**config.mk**
```make
export PLATFORM = sky130hd
export DESIGN_NAME = vcos_top
export DESIGN_NICKNAME = d
export VERILOG_FILES = /design/src/design/vcos_pkg.sv /design/src/design/vcos_divider.sv /design/src/design/vcos_top.sv
export SDC_FILE = /design/constraint.sdc
export NUM_CORES = 1
export LEC_CHECK = 0
export BUFFER_PORTS_ARGS = -buffer_cell sky130_fd_sc_hd__buf_2
export CAP_MARGIN = 5
export CORE_UTILIZATION = 35
export DETAILED_ROUTE_END_ITERATION = 8
export PLACE_DENSITY = 0.63
export SYNTH_ARGS = -nofsm -noshare
export SYNTH_HDL_FRONTEND = slang
export SYNTH_SLANG_ARGS = --single-unit
```
**constraint.sdc**
```tcl
create_clock -name clk -period 1.8 [get_ports clk]
set_input_delay 0.09 -clock clk [delete_from_list [all_inputs] [get_ports clk]]
set_output_delay 0.09 -clock clk [all_outputs]
set_load 0.005 [all_outputs]
```
**src/design/vcos_pkg.sv**
```systemverilog
// Purpose: Shared constants and types for the video clock output stage
// Assumes: Single 25 MHz system clock, synchronous active-high reset
// Notes:   Register offsets are word indices on the plain register port
package vcos_pkg;

  localparam int unsigned ADDR_W    = 4;
  localparam int unsigned DATA_W    = 32;
  localparam int unsigned STD_W     = 6;
  localparam int unsigned RATE_W    = 16;
  localparam int unsigned CLK_HZ    = 25000000;
  localparam int unsigned FAST_HZ   = 100000000;

  // Register offsets
  localparam logic [3:0] REG_CTRL   = 4'h0;
  localparam logic [3:0] REG_RATE   = 4'h1;
  localparam logic [3:0] REG_DIV    = 4'h2;
  localparam logic [3:0] REG_DRIVE  = 4'h3;
  localparam logic [3:0] REG_STATUS = 4'h4;
  localparam logic [3:0] REG_TABLE  = 4'h5;

  // Field positions
  localparam int unsigned CTRL_OVR_BIT   = 0;
  localparam int unsigned DIV_A_LSB      = 0;
  localparam int unsigned DIV_B_LSB      = 2;
  localparam int unsigned DIV_D_LSB      = 4;
  localparam int unsigned DRIVE_A_BIT    = 0;
  localparam int unsigned DRIVE_B_BIT    = 1;
  localparam int unsigned STAT_PARK_BIT  = 0;
  localparam int unsigned STAT_FAST_LSB  = 1;
  localparam int unsigned STAT_STD_LSB   = 8;

  // Reset values
  localparam logic [RATE_W-1:0] RATE_RST = 16'h0000;
  localparam logic [1:0]        DIV_RST  = 2'h0;
  localparam logic              DRV_RST  = 1'b0;

  // Divider encodings
  typedef enum logic [1:0] {
    VCOS_DIV1 = 2'h0,
    VCOS_DIV2 = 2'h1,
    VCOS_DIV4 = 2'h2
  } vcos_div_t;

  typedef struct packed {
    logic [ADDR_W-1:0] addr;
    logic [DATA_W-1:0] wdata;
    logic              wr;
    logic              rd;
  } vcos_req_t;

  typedef struct packed {
    logic p;
    logic n;
    logic oe;
  } vcos_diff_t;

endpackage : vcos_pkg

```
**src/design/vcos_divider.sv**
```systemverilog
// Purpose: Glitch-free divide by 1, 2 or 4 of the fundamental clock
// Assumes: Fundamental clock arrives as a level sampled on clk
// Notes:   Ratio changes only at a common low point, so no runt pulses
`timescale 1ns/10ps
module vcos_divider
(
  input  wire logic                clk,
  input  wire logic                srst,
  input  wire logic                fund_rise,
  input  wire logic                fund_lvl,
  input  wire vcos_pkg::vcos_div_t div_sel,
  output logic                     clk_out
);

  logic [1:0]          cnt;
  vcos_pkg::vcos_div_t div_act;
  logic                next_out;

  // Shared fundamental edge keeps every output phase-related
  always_ff @(posedge clk)
  begin
    if (srst)
      cnt <= 2'h0;
    else if (fund_rise)
      cnt <= cnt + 2'h1;
  end

  // Ratio is adopted only when all ratios sit low together
  always_ff @(posedge clk)
  begin
    if (srst)
      div_act <= vcos_pkg::VCOS_DIV1;
    else if (!fund_lvl && cnt == 2'h0)
      div_act <= div_sel;
  end

  always_comb
  begin
    case (div_act)
      vcos_pkg::VCOS_DIV2: next_out = cnt[0];
      vcos_pkg::VCOS_DIV4: next_out = cnt[1];
      default:             next_out = fund_lvl;
    endcase
  end

  always_ff @(posedge clk)
  begin
    if (srst)
      clk_out <= 1'b0;
    else
      clk_out <= next_out;
  end

  chk_div_hold: assert property (@(posedge clk) disable iff (srst)
    !fund_rise |=> $stable(cnt))
    else $error("divider count moved without a fundamental edge");

  // A swap while high would cut the pulse short
  chk_ratio_swap: assert property (@(posedge clk) disable iff (srst)
    $changed(div_act) |-> !clk_out)
    else $error("divider ratio changed while output high");

endmodule : vcos_divider

```
**src/design/vcos_top.sv**
```systemverilog
// Purpose: Video clock output stage with two single-ended and one pair
// Assumes: Fundamental clock and select pins are asynchronous to clk
// Notes:   Synthesizer itself is outside; only a rate request leaves here
//
// The implementer's own choices: the plain strobed port and the register offsets.
`timescale 1ns/10ps
module vcos_top
#(
  parameter int unsigned STD_W  = vcos_pkg::STD_W,
  parameter int unsigned RATE_W = vcos_pkg::RATE_W
)
(
  input  wire logic              clk,
  input  wire logic              srst,
  input  wire logic [STD_W-1:0]  video_standard_select,
  input  wire logic              fund_clk,
  input  wire logic [3:0]        reg_addr,
  input  wire logic [31:0]       reg_wdata,
  input  wire logic              reg_wr,
  input  wire logic              reg_rd,
  output logic [31:0]            reg_rdata,
  output logic [RATE_W-1:0]      rate_request,
  output logic                   rate_from_host,
  output logic                   video_clock_out_a,
  output logic                   video_clock_out_b,
  output logic                   drive_high_a,
  output logic                   drive_high_b,
  output logic                   differential_video_clock_out_p,
  output logic                   differential_video_clock_out_n,
  output logic                   differential_video_clock_out_oe
);

  vcos_pkg::vcos_req_t req;
  logic [STD_W-1:0]    std_s1;
  logic [STD_W-1:0]    std_s2;
  logic [2:0]          fund_sync;
  logic                fund_rise;
  logic                parked;
  logic                ovr_en;
  logic [RATE_W-1:0]   ovr_rate;
  logic [1:0]          div_a;
  logic [1:0]          div_b;
  logic [1:0]          div_d;
  logic                drv_a;
  logic                drv_b;
  logic [2:0]          raw_clk;
  logic [2:0]          fast_flag;
  logic [31:0]         next_rdata;

  assign req = '{addr: reg_addr, wdata: reg_wdata, wr: reg_wr, rd: reg_rd};

  // Pins are asynchronous; two stages before anything looks at them
  always_ff @(posedge clk)
  begin
    if (srst)
    begin
      std_s1 <= '0;
      std_s2 <= '0;
    end
    else
    begin
      std_s1 <= video_standard_select;
      std_s2 <= std_s1;
    end
  end

  always_ff @(posedge clk)
  begin
    if (srst)
      fund_sync <= 3'h0;
    else
      fund_sync <= {fund_sync[1:0], fund_clk};
  end

  assign fund_rise = fund_sync[1] & ~fund_sync[2];
  assign parked    = (std_s2 == '0);

  // Host configuration registers
  always_ff @(posedge clk)
  begin
    if (srst)
    begin
      ovr_en   <= 1'b0;
      ovr_rate <= vcos_pkg::RATE_RST;
    end
    else if (req.wr && req.addr == vcos_pkg::REG_CTRL)
      ovr_en <= req.wdata[vcos_pkg::CTRL_OVR_BIT];
    else if (req.wr && req.addr == vcos_pkg::REG_RATE)
      ovr_rate <= req.wdata[RATE_W-1:0];
  end

  always_ff @(posedge clk)
  begin
    if (srst)
    begin
      div_a <= vcos_pkg::DIV_RST;
      div_b <= vcos_pkg::DIV_RST;
      div_d <= vcos_pkg::DIV_RST;
    end
    else if (req.wr && req.addr == vcos_pkg::REG_DIV)
    begin
      div_a <= req.wdata[vcos_pkg::DIV_A_LSB +: 2];
      div_b <= req.wdata[vcos_pkg::DIV_B_LSB +: 2];
      div_d <= req.wdata[vcos_pkg::DIV_D_LSB +: 2];
    end
  end

  always_ff @(posedge clk)
  begin
    if (srst)
    begin
      drv_a <= vcos_pkg::DRV_RST;
      drv_b <= vcos_pkg::DRV_RST;
    end
    else if (req.wr && req.addr == vcos_pkg::REG_DRIVE)
    begin
      drv_a <= req.wdata[vcos_pkg::DRIVE_A_BIT];
      drv_b <= req.wdata[vcos_pkg::DRIVE_B_BIT];
    end
  end

  // Rate request to the synthesizer: select-pin code unless overridden
  always_ff @(posedge clk)
  begin
    if (srst)
    begin
      rate_request   <= '0;
      rate_from_host <= 1'b0;
    end
    else
    begin
      rate_from_host <= ovr_en;
      rate_request   <= ovr_en ? ovr_rate
                               : RATE_W'(std_s2);
    end
  end

  always_ff @(posedge clk)
  begin
    if (srst)
    begin
      drive_high_a <= vcos_pkg::DRV_RST;
      drive_high_b <= vcos_pkg::DRV_RST;
    end
    else
    begin
      drive_high_a <= drv_a;
      drive_high_b <= drv_b;
    end
  end

  // One divider per output, all on the same fundamental edge
  genvar gi;
  generate
    for (gi = 0; gi < 3; gi++)
    begin : g_div
      logic [1:0] sel;
      assign sel = (gi == 0) ? div_a : (gi == 1) ? div_b : div_d;
      vcos_divider u_div
      (
        .clk       (clk),
        .srst      (srst),
        .fund_rise (fund_rise),
        .fund_lvl  (fund_sync[1]),
        .div_sel   (vcos_pkg::vcos_div_t'(sel)),
        .clk_out   (raw_clk[gi])
      );
      // Undivided flag; host judges the 100 MHz limit from the rate
      assign fast_flag[gi] = (sel == vcos_pkg::VCOS_DIV1);
    end
  endgenerate

  // Output stage
  always_ff @(posedge clk)
  begin
    if (srst)
    begin
      video_clock_out_a <= 1'b0;
      video_clock_out_b <= 1'b0;
    end
    else
    begin
      video_clock_out_a <= parked ? 1'b0 : raw_clk[0];
      video_clock_out_b <= parked ? 1'b0 : raw_clk[1];
    end
  end

  // Pair released while parked; legs read low only as a default
  always_ff @(posedge clk)
  begin
    if (srst)
    begin
      differential_video_clock_out_p  <= 1'b0;
      differential_video_clock_out_n  <= 1'b0;
      differential_video_clock_out_oe <= 1'b0;
    end
    else
    begin
      differential_video_clock_out_oe <= !parked;
      differential_video_clock_out_p  <= !parked && raw_clk[2];
      differential_video_clock_out_n  <= !parked && !raw_clk[2];
    end
  end

  // Read decode
  always_comb
  begin
    next_rdata = 32'h0000_0000;
    if (req.addr == vcos_pkg::REG_CTRL)
      next_rdata[vcos_pkg::CTRL_OVR_BIT] = ovr_en;
    else if (req.addr == vcos_pkg::REG_RATE)
      next_rdata[RATE_W-1:0] = ovr_rate;
    else if (req.addr == vcos_pkg::REG_DIV)
      next_rdata[5:0] = {div_d, div_b, div_a};
    else if (req.addr == vcos_pkg::REG_DRIVE)
      next_rdata[1:0] = {drv_b, drv_a};
    else if (req.addr == vcos_pkg::REG_STATUS)
    begin
      next_rdata[vcos_pkg::STAT_PARK_BIT] = parked;
      next_rdata[vcos_pkg::STAT_FAST_LSB +: 3] = fast_flag;
      next_rdata[vcos_pkg::STAT_STD_LSB +: STD_W] = std_s2;
    end
    else if (req.addr == vcos_pkg::REG_TABLE)
      next_rdata[RATE_W-1:0] = rate_request;
  end

  always_ff @(posedge clk)
  begin
    if (srst)
      reg_rdata <= 32'h0000_0000;
    else if (req.rd)
      reg_rdata <= next_rdata;
    else
      reg_rdata <= 32'h0000_0000;
  end

  chk_park_low: assert property (@(posedge clk) disable iff (srst)
    parked |=> !video_clock_out_a && !video_clock_out_b)
    else $error("single-ended clock not low while parked");

  chk_park_hiz: assert property (@(posedge clk) disable iff (srst)
    parked |=> !differential_video_clock_out_oe)
    else $error("differential pair driven while parked");

  chk_pair_run: assert property (@(posedge clk) disable iff (srst)
    !parked |=> differential_video_clock_out_oe)
    else $error("differential pair not driven while running");

  chk_rate_ovr: assert property (@(posedge clk) disable iff (srst)
    ovr_en |=> rate_request == $past(ovr_rate))
    else $error("host rate not forwarded");

  chk_rate_std: assert property (@(posedge clk) disable iff (srst)
    !ovr_en |=> rate_request == RATE_W'($past(std_s2)))
    else $error("select rate not forwarded");

  chk_drive_rst: assert property (@(posedge clk)
    srst |=> !drive_high_a && !drive_high_b)
    else $error("drive select not low after reset");

  chk_div_write: assert property (@(posedge clk) disable iff (srst)
    req.wr && req.addr == vcos_pkg::REG_DIV
    |=> div_a == $past(req.wdata[1:0]))
    else $error("divider select not stored");

  chk_out_follow: assert property (@(posedge clk) disable iff (srst)
    !parked |=> video_clock_out_a == $past(raw_clk[0]))
    else $error("output a does not follow its divider");

endmodule : vcos_top

```
# After elaboration in Yosys (flattened, before gate mapping)
# Cells that the tools add are included.
# word_totals
register_bits,111
input_bits,47
output_inout_bits,56
word_cells,92
# classes
n_addsub,3
n_eq_ne,11
mux,16
bitwise_logic,5
reduce_logical,25
# ops
op,count
16-bit two-way mux,3
6-bit two-way mux,3
14-bit two-way mux,1
2-bit zero test,6
10-bit two-way mux,1
1-bit logical AND,9
"4-bit by 2-bit == test with 1-bit output, second input constant",2
"4-bit by 3-bit == test with 1-bit output, second input constant",2
4-bit two-way mux,2
"2-bit by 1-bit adder with 2-bit output, second input constant",3
"2-bit by 1-bit == test with 1-bit output, second input constant",3
"2-bit == test, second input constant",3
6-bit zero test,1
1-bit one-hot mux with 2 select lines,3
2-bit OR reduction,3
"4-bit by 1-bit == test with 1-bit output, second input constant",1
4-bit zero test,1
2-bit two-way mux,2
1-bit NOT,4
1-bit zero test,3
3-bit OR reduction,1
2-bit AND reduction,1
1-bit AND,1
1-bit two-way mux,1

# Depth between registers and ports, before layout
# Gate-level depths: netlist of the first run.
# depth
depth_word,8
mapped_depth,8
depth_no_buf,6

# Hierarchy
# A second synthesis of the first run with hierarchy kept.
# unflattened
hier_cells,372
hier_area_um2,3684.8
# modules_own_cells
mod,instances,cells_each,area_per_inst_um2,seq_area_each_um2
vcos_top,1,300,2964.1,1601.5
vcos_divider,3,24,240.2,100.1

# Worst setup path after synthesis of the first run
# Ideal clock, no wire load.
# synth_timing
kind,flip-flop to flip-flop
start,reg std_s2[3]
end,reg differential_video_clock_out_p
setup_ps,115
t_arrival_ps,1202
t_required_ps,1685
path_slack_ps,483
path_stages_with_launch,5
path_buffers,0
synth_period_minus_slack_ps,1317
cell_sequence,dfxtp_1 or4_4 nor3_4 nor2_1 and2_1
# synth_between
elab_chain_len,3
# synth_lines
item,line,source
start: declaration,vcos_top.sv:35,logic [STD_W-1:0] std_s2;
start signal: assignment,vcos_top.sv:63,std_s2 <= std_s1;
6-bit zero test,vcos_top.sv:76,assign parked = (std_s2 == '0);
1-bit zero test,vcos_top.sv:200,differential_video_clock_out_p <= !parked && raw_clk[2];
1-bit logical AND,vcos_top.sv:200,
end signal: assignment,vcos_top.sv:200,
end: declaration,vcos_top.sv:28,"output logic differential_video_clock_out_p,"
# No other way between the ends.
# A chain may end at the register's enable or synchronous reset.

# Worst setup path after layout of the first run
# Same ends and word-level chain as after synthesis.

==> results of run 1 <==
## layer usage
metal	global-route usage, %	part of all wire (%)
met5	0	0
met1	19.20	48
met2	24.28	46
met4	7.044	2.0
met3	3.030	4.7
## worst register-to-register path, stage by stage (launching register included)
cell	delay [ns]
dfxtp_1	0.34
or4_4	0.55
nor3_4	0.23
nor2_1	0.11
and2_1	0.20
## flip-flops by register name, summed over array words and instances (netlist names)
| signal | flops |
|---|---|
| reg_rdata | 16 |
| g_div.u_div.div_act | 6 |
| drv_a | 1 |
| std_s2 | 6 |
| ovr_rate | 16 |
| differential_video_clock_out_n | 1 |
| video_clock_out_a | 1 |
| g_div.u_div.cnt | 6 |
| drv_b | 1 |
| differential_video_clock_out_oe | 1 |
| video_clock_out_b | 1 |
| g_div.u_div.clk_out | 3 |
| div_a | 2 |
| div_b | 2 |
| fund_sync | 3 |
| div_d | 2 |
| std_s1 | 6 |
| drive_high_b | 1 |
| rate_from_host | 1 |
| rate_request | 16 |
| ovr_en | 1 |
| differential_video_clock_out_p | 1 |
| drive_high_a | 1 |
## logic make-up (layout without fill, tap and decap cells)
kind of cell	after synthesis	in the layout
and+or+nand+nor	160	160
DFF	95	95
AOI/OAI and AO/OA	52	52
buffers and inverters	52	128
muxes	27	27
adders and majority gates	9	9
xor gates and xnor gates	3	3
other	1	16
## per-stage QoR
stage               power (W)  cells  area, um2  hold WS, ns
finish               0.003695    626       4519      0.01359
global route         0.003869    626       4519     0.001300
CTS                  0.003739    626       4519     0.008835
detailed placement   0.002471    590       4145       0.3035
global placement     0.002465    590       4145       0.3056
floorplan            0.002408    414       3821       0.2182
## report_power, final
group,internal [W],switching [W],leakage [nW]
Sequential,0.00214,0.0000254,0.771
Clock,0.000512,0.000730,0.0881
Combinational,0.000136,0.000150,1.10
Total,0.00279,0.000905,1.96
## worst min-delay path by stage
stage	startpoint	to	slack, ns
2_1_floorplan	fund_clk	fund_sync[0]	0.22
4_1_cts	reg_wdata[0]	ovr_rate[0]	0.009
3_5_place_dp	fund_clk	fund_sync[0]	0.30
3_3_place_gp	fund_clk	fund_sync[0]	0.31
6_report	reg_wdata[2]	ovr_rate[2]	0.01
5_1_grt	reg_wdata[2]	ovr_rate[2]	0.001
## cell usage after synthesis, types with 2 or more instances
library cell	n	area, um2
dfxtp_1	95	1902
nor2_1	59	221.5
nand2_1	36	135.1
a21oi_1	29	145.1
nor2b_1	23	143.9
mux2i_1	21	210.2
buf_4	18	135.1
and2_1	14	87.58
inv_1	14	52.55
a22oi_1	12	90.09
ha_1	9	112.6
buf_6	6	67.56
clkbuf_1	6	22.52
mux2_2	6	67.56
nand2b_1	5	31.28
o21ai_0	5	25.02
buf_1	4	15.01
and2b_1	3	22.52
and2b_2	3	26.28
buf_2	3	15.01
nor4_1	3	18.77
xnor2_1	3	26.28
a211oi_1	2	15.01
nand3_1	2	10.01
## final cells by class
class	count	area, um2
clock buffer	10	127.6
clock inverter	6	46.29
fill	1039	5851
inverter	14	52.55
multi-input combinational	267	1598
sequential	95	1902
tap	136	170.2
timing repair buffer	98	623.1
==> metrics.txt, run 1 <==
Final Core Density 43.58%; Final Setup Violations 0; commonest non-fill, non-tap cell in the layout dfxtp_1; vias in the first global route roughly 2,900; worst setup slack after layout 0.2716 ns; reg2reg start std_s2[3]; worst-margin pin slew around 0.67 ns; CTS clock-pin slew for the worst setup and hold paths 0.09 ns; Critical Path Max Stage Delay roughly 0.55 ns; Synth Area in Compound Gates around 8%; Initial Util a little over a third; RePlAce Congestion between 0.8 and 0.9; outcome finished, final reports clean; unrepaired setup endpoints after global routing no; I/O pin count about 100; Mapped Cells 399; # Post-CTS Setup Buffers 0; Die X-Extent approximately 110 um; Starting DRT DRC Count 85; Slew headroom between 50 and 60%; CTS Hold Bufs 20; Setup TNS 0 ns; hold violation count in the final report 0; WL/cell roughly 13 um; fraction of registers with async set or reset after synthesis 0%; Syn. warnings 0; critical path arrival 1.78 ns; CP bufs+invs 0; first-pass GRT wire length 13,230 um; clk_skew about 0.009 ns; CP required between 2 and 2.5 ns; reg2reg setup slack 0.27 ns; H-tree levels 3; DRC viols 0; Synth cell types 42; Reg2Reg Capture Point differential_video_clock_out_p; Synth Area in XOR/XNOR less than 1%; Die Height roughly 110 um; crit-path max FO 4; Vias per Instance between 4 and 5; Post-Syn Area between 0.003 and 0.004 mm2; sequential share of the synthesized area 50.52%; adder-cell share of the synthesized area between 2 and 3%; CTS tree done; critical path cell sequence or4_4, nor3_4, nor2_1, and2_1; Clock Tree Root clkbuf_8; clk buf depth 2; worst reg-to-reg path cell count 4; Critical Path End Type flop; Worst Hold Class in -> reg; first drt pass iteration count 4; number of port buffers 70; Yosys reg bits 95; pre-CTS setup slack ~0.28 ns; initial antenna violation count 0; clock latency on the worst-skew pair between 0.3 and 0.4 ns; fin nets around 540; most frequent cells in the layout 95 x dfxtp_1, 70 x buf_2, 59 x nor2_1, 36 x nand2_1, 29 x a21oi_1; largest family of logic cells by synthesized area simple AND/OR/NAND/NOR gates; slowest stage cell, crit path or4_4; Power Density 817.6 mW/mm2; Via Count roughly 2,800; top_reg_cell synth dfxtp_1; Final min period between 1.5 and 2 ns; Max VDD drop between 0.3 and 0.4 mV; P_leak 1.958 nW; Crit. path cell count 4; grt ovf 0; hold path depth 3; Post-synth EDFFs 0; routed wire length 7846 um; post-CTS sizing 0; area added between synthesis and finish 20.04%; Max-Cap Viols 0; Post-DRT Antenna Nets 0; Sink Count between 90 and 100; TritonCTS Buffers 9; CP delay by family, top simple AND/OR/NAND/NOR gates; Die ar. 0.01118 mm2; f_max between 0.6 and 0.7 GHz; DP Wirelength 5728 um; Tcrit/Tclk final a little over four fifths; crit path launch std_s2[3]; total track usage ~15%; crit path kind reg -> reg; Core ar. 0.01037 mm2; antenna fix cells 0; mean post-synth cell area between 9 and 10 um2; Setup crit end differential_video_clock_out_p; layout cells sized above 1 21.84%; kind of start point of the critical path flop; largest net degree at the start of global routing 66; max-slew violation count 0; post-synthesis simple-gate area fraction 21.64%; FP Rows 37; mux cell area share after synthesis 7.378%
(Power assumes the default switching activity.)
==> run 2, diff against run 1 <==
ABC_AREA = 1   (was default)
PLACE_DENSITY = 0.65   (was 0.63)
clock period = 1.2 ns   (was 1.8 ns; I/O delays follow)
==> run 2 against run 1 <==
Via count rose by 8.3%. Combinational power rose by 91%. Register-to-register slack got worse by 0.19 ns. Highest routed layer unchanged. Utilization rose by 0.72 points. Cell area rose by 1.2%. Global-route usage rose by 0.82 points. Largest power group unchanged. Clock skew fell by 0.0011 ns. Flip-flop and latch count did not move. Setup slack got worse by 0.19 ns.
==> metrics.txt, run 2 <==
Total Power between 0.005 and 0.006 W; Initial Util 36.00%; DRC viols 0; total track usage ~16%; Syn. warnings 0; initial antenna violation count 0; Tcrit/Tclk final about 94%; Post-synth EDFFs 0; first-pass GRT wire length between 10,000 and 15,000 um; WL/cell about 12 um; number of port buffers 70; mux cell area share after synthesis 0%; # Post-CTS Setup Buffers 0; Critical Path End Type flop; post-synthesis simple-gate area fraction around 15%; Mapped Cells 448; Synth cell types 28; top flop regs ovr_rate: 16 flops, rate_request: 16 flops, reg_rdata: 16 flops; vias in the first global route ~2,900; CTS tree done; Clock Tree Root clkbuf_8; Placed Cells approximately 650; crit path kind reg -> reg; max-slew violation count 0; FF+latch area 0.001902 mm2; H-tree levels 3; grt ovf 0; f_max between 0.8 and 0.9 GHz; Post-DP Area between 0.004 and 0.005 mm2; critical path arrival around 1.4 ns; kind of start point of the critical path flop; Die Height 105.0 um; first drt pass iteration count 4; mean post-synth cell area 8.295 um2; Yosys reg bits 95; largest family of logic cells by synthesized area compound AO/OA/AOI/OAI gates; Synth Area in Compound Gates between 10% and 20%; Sink Count 95; CP required 1.45 ns; Via Count roughly 3,100; area added between synthesis and finish 23.06%; Synth Area in XOR/XNOR 0%; Power Density about 1200 mW/mm2; CTS clock-pin slew for the worst setup and hold paths about 0.090 ns; fin nets approximately 600; hold violation count in the final report 0; Final Setup Violations 0; Post-DRT Antenna Nets 0; Vias per Instance around 4.5; Die ar. about 0.011 mm2; most frequent cells in the layout 95 x dfxtp_1, 70 x buf_2, 67 x inv_1, 51 x a21oi_1, 45 x nor2_1; largest cells by area after synthesis dfxtp_1 51%, a21oi_1 6.9%, inv_1 6.9%; I/O pin count just over 100; antenna fix cells 0; clock latency on the worst-skew pair approximately 0.35 ns; commonest non-fill, non-tap cell in the layout dfxtp_1; clk_skew roughly 0.0081 ns; largest net degree at the start of global routing 41; routed wire length 8332 um; Max-Cap Viols 0; Finished Cell Area approximately 0.0046 mm2; Setup TNS 0 ns; share of the synthesized area in the top cell type 51.18%; sequential share of the synthesized area between 50% and 60%; commonest cells in the netlist 95 x dfxtp_1, 68 x inv_1, 51 x a21oi_1; Worst Hold Class in -> reg; area of the multi-input gates roughly 0.0014 mm2; cell taking the most area after synthesis dfxtp_1; Die X-Extent 105.0 um; most common cell in the netlist dfxtp_1; Post-Syn Area about 0.0037 mm2; outcome finished, final reports clean; P_leak approximately 2.1 nW; TritonCTS Buffers 9; Final min period between 1 and 1.5 ns; Max VDD drop 0.4978 mV; DP Wirelength around 6000 um; adder-cell share of the synthesized area just over 3%; crit-path max FO 2; FP Rows 37; layout cells sized above 1 22.50%; clk buf depth 2; RePlAce Congestion between 0.7 and 0.8; Fill cells ~1,000; Core ar. between 0.01 and 0.015 mm2; fraction of registers with async set or reset after synthesis 0%; Post-Layout Cell Count between 600 and 700; unrepaired setup endpoints after global routing no; hold slack ~0.0046 ns; Starting DRT DRC Count 133; top_reg_cell synth dfxtp_1
[run 2: cell types whose count changed in the layout (fill, tap and decap cells not counted), sizes merged, moves of 7 or more]
cell	delta
a21oi	+22
a22oi	-12
and2	-14
buf	+11
inv	+56
mux2i	-21
nand2	+8
nand3	+27
nor2	-11
nor2b	-23
o211ai	+7
o21ai	+42
[run 2: power by group]
part           switching [W]  total, W  internal, W
clock network        0.00105   0.00179     0.000738
registers          0.0000453   0.00329      0.00325
logic               0.000312  0.000546     0.000233
[run 2: per-stage QoR]
step / utilization, % / worst slack, ns
after floorplan: - / 0.1585
after global placement: 40.90 / 0.02595
after detailed placement: 40.90 / 0.02861
after CTS: 44.25 / 0.02100
after global routing: 44.30 / 0.009221
final: 44.30 / 0.07748
[run 2: layout make-up]
cell class | count | share of cell area [%]
clock buffers | 11 | 2.873
inverters | 73 | 5.992
flip-flops and latches | 95 | 41.59
repair buffers | 108 | 15.76
well taps | 136 | 3.721
clock inverters | 4 | 0.5198
multi-input cells | 260 | 29.55
[run 2: routing by layer]
metal  part of all wire [%]  track usage, %  vias to the layer above
met5                      0               0                        -
li1                       -               -                     1591
met1                     47           20.49                     1375
met2                     46           25.31                       80
met4                    1.5           6.539                        0
met3                    5.4           3.805                       12
[run 2: logic make-up after synthesis]
group | count (synthesis)
AND/OR/NAND/NOR | 126
AO/OA/AOI/OAI | 109
buffers and inverters | 108
flip-flops | 95
adder cells (fa/ha/maj) | 9
other | 1
[run 2: path summary, 6_finish.rpt]
check | startpoint | endpoint | slack, ns | cells after the start
setup reg to reg | g_div[1].u_div.div_act[0] | g_div[1].u_div.clk_out | 0.08 | 3
hold / removal | reg_wdata[5] | div_d[1] | 0.005 | 3
setup / recovery | g_div[1].u_div.div_act[0] | g_div[1].u_div.clk_out | 0.08 | 3
hold reg to reg | fund_sync[0] | fund_sync[1] | 0.40 | 2
[run 2: worst max-delay path: stages, from the launching register on]
cell	delay (ns)
dfxtp_1	0.35
inv_1	0.06
ha_1	0.30
a221oi_1	0.31
[run 2: what timing repair did]
| item | CTS | global route |
|---|---|---|
| hold buffers | 19 | 0 |
| gates resized for setup | 0 | 3 |
| setup endpoints to repair | 0 | 12 |
| endpoints found under the hold margin | 19 | 0 |
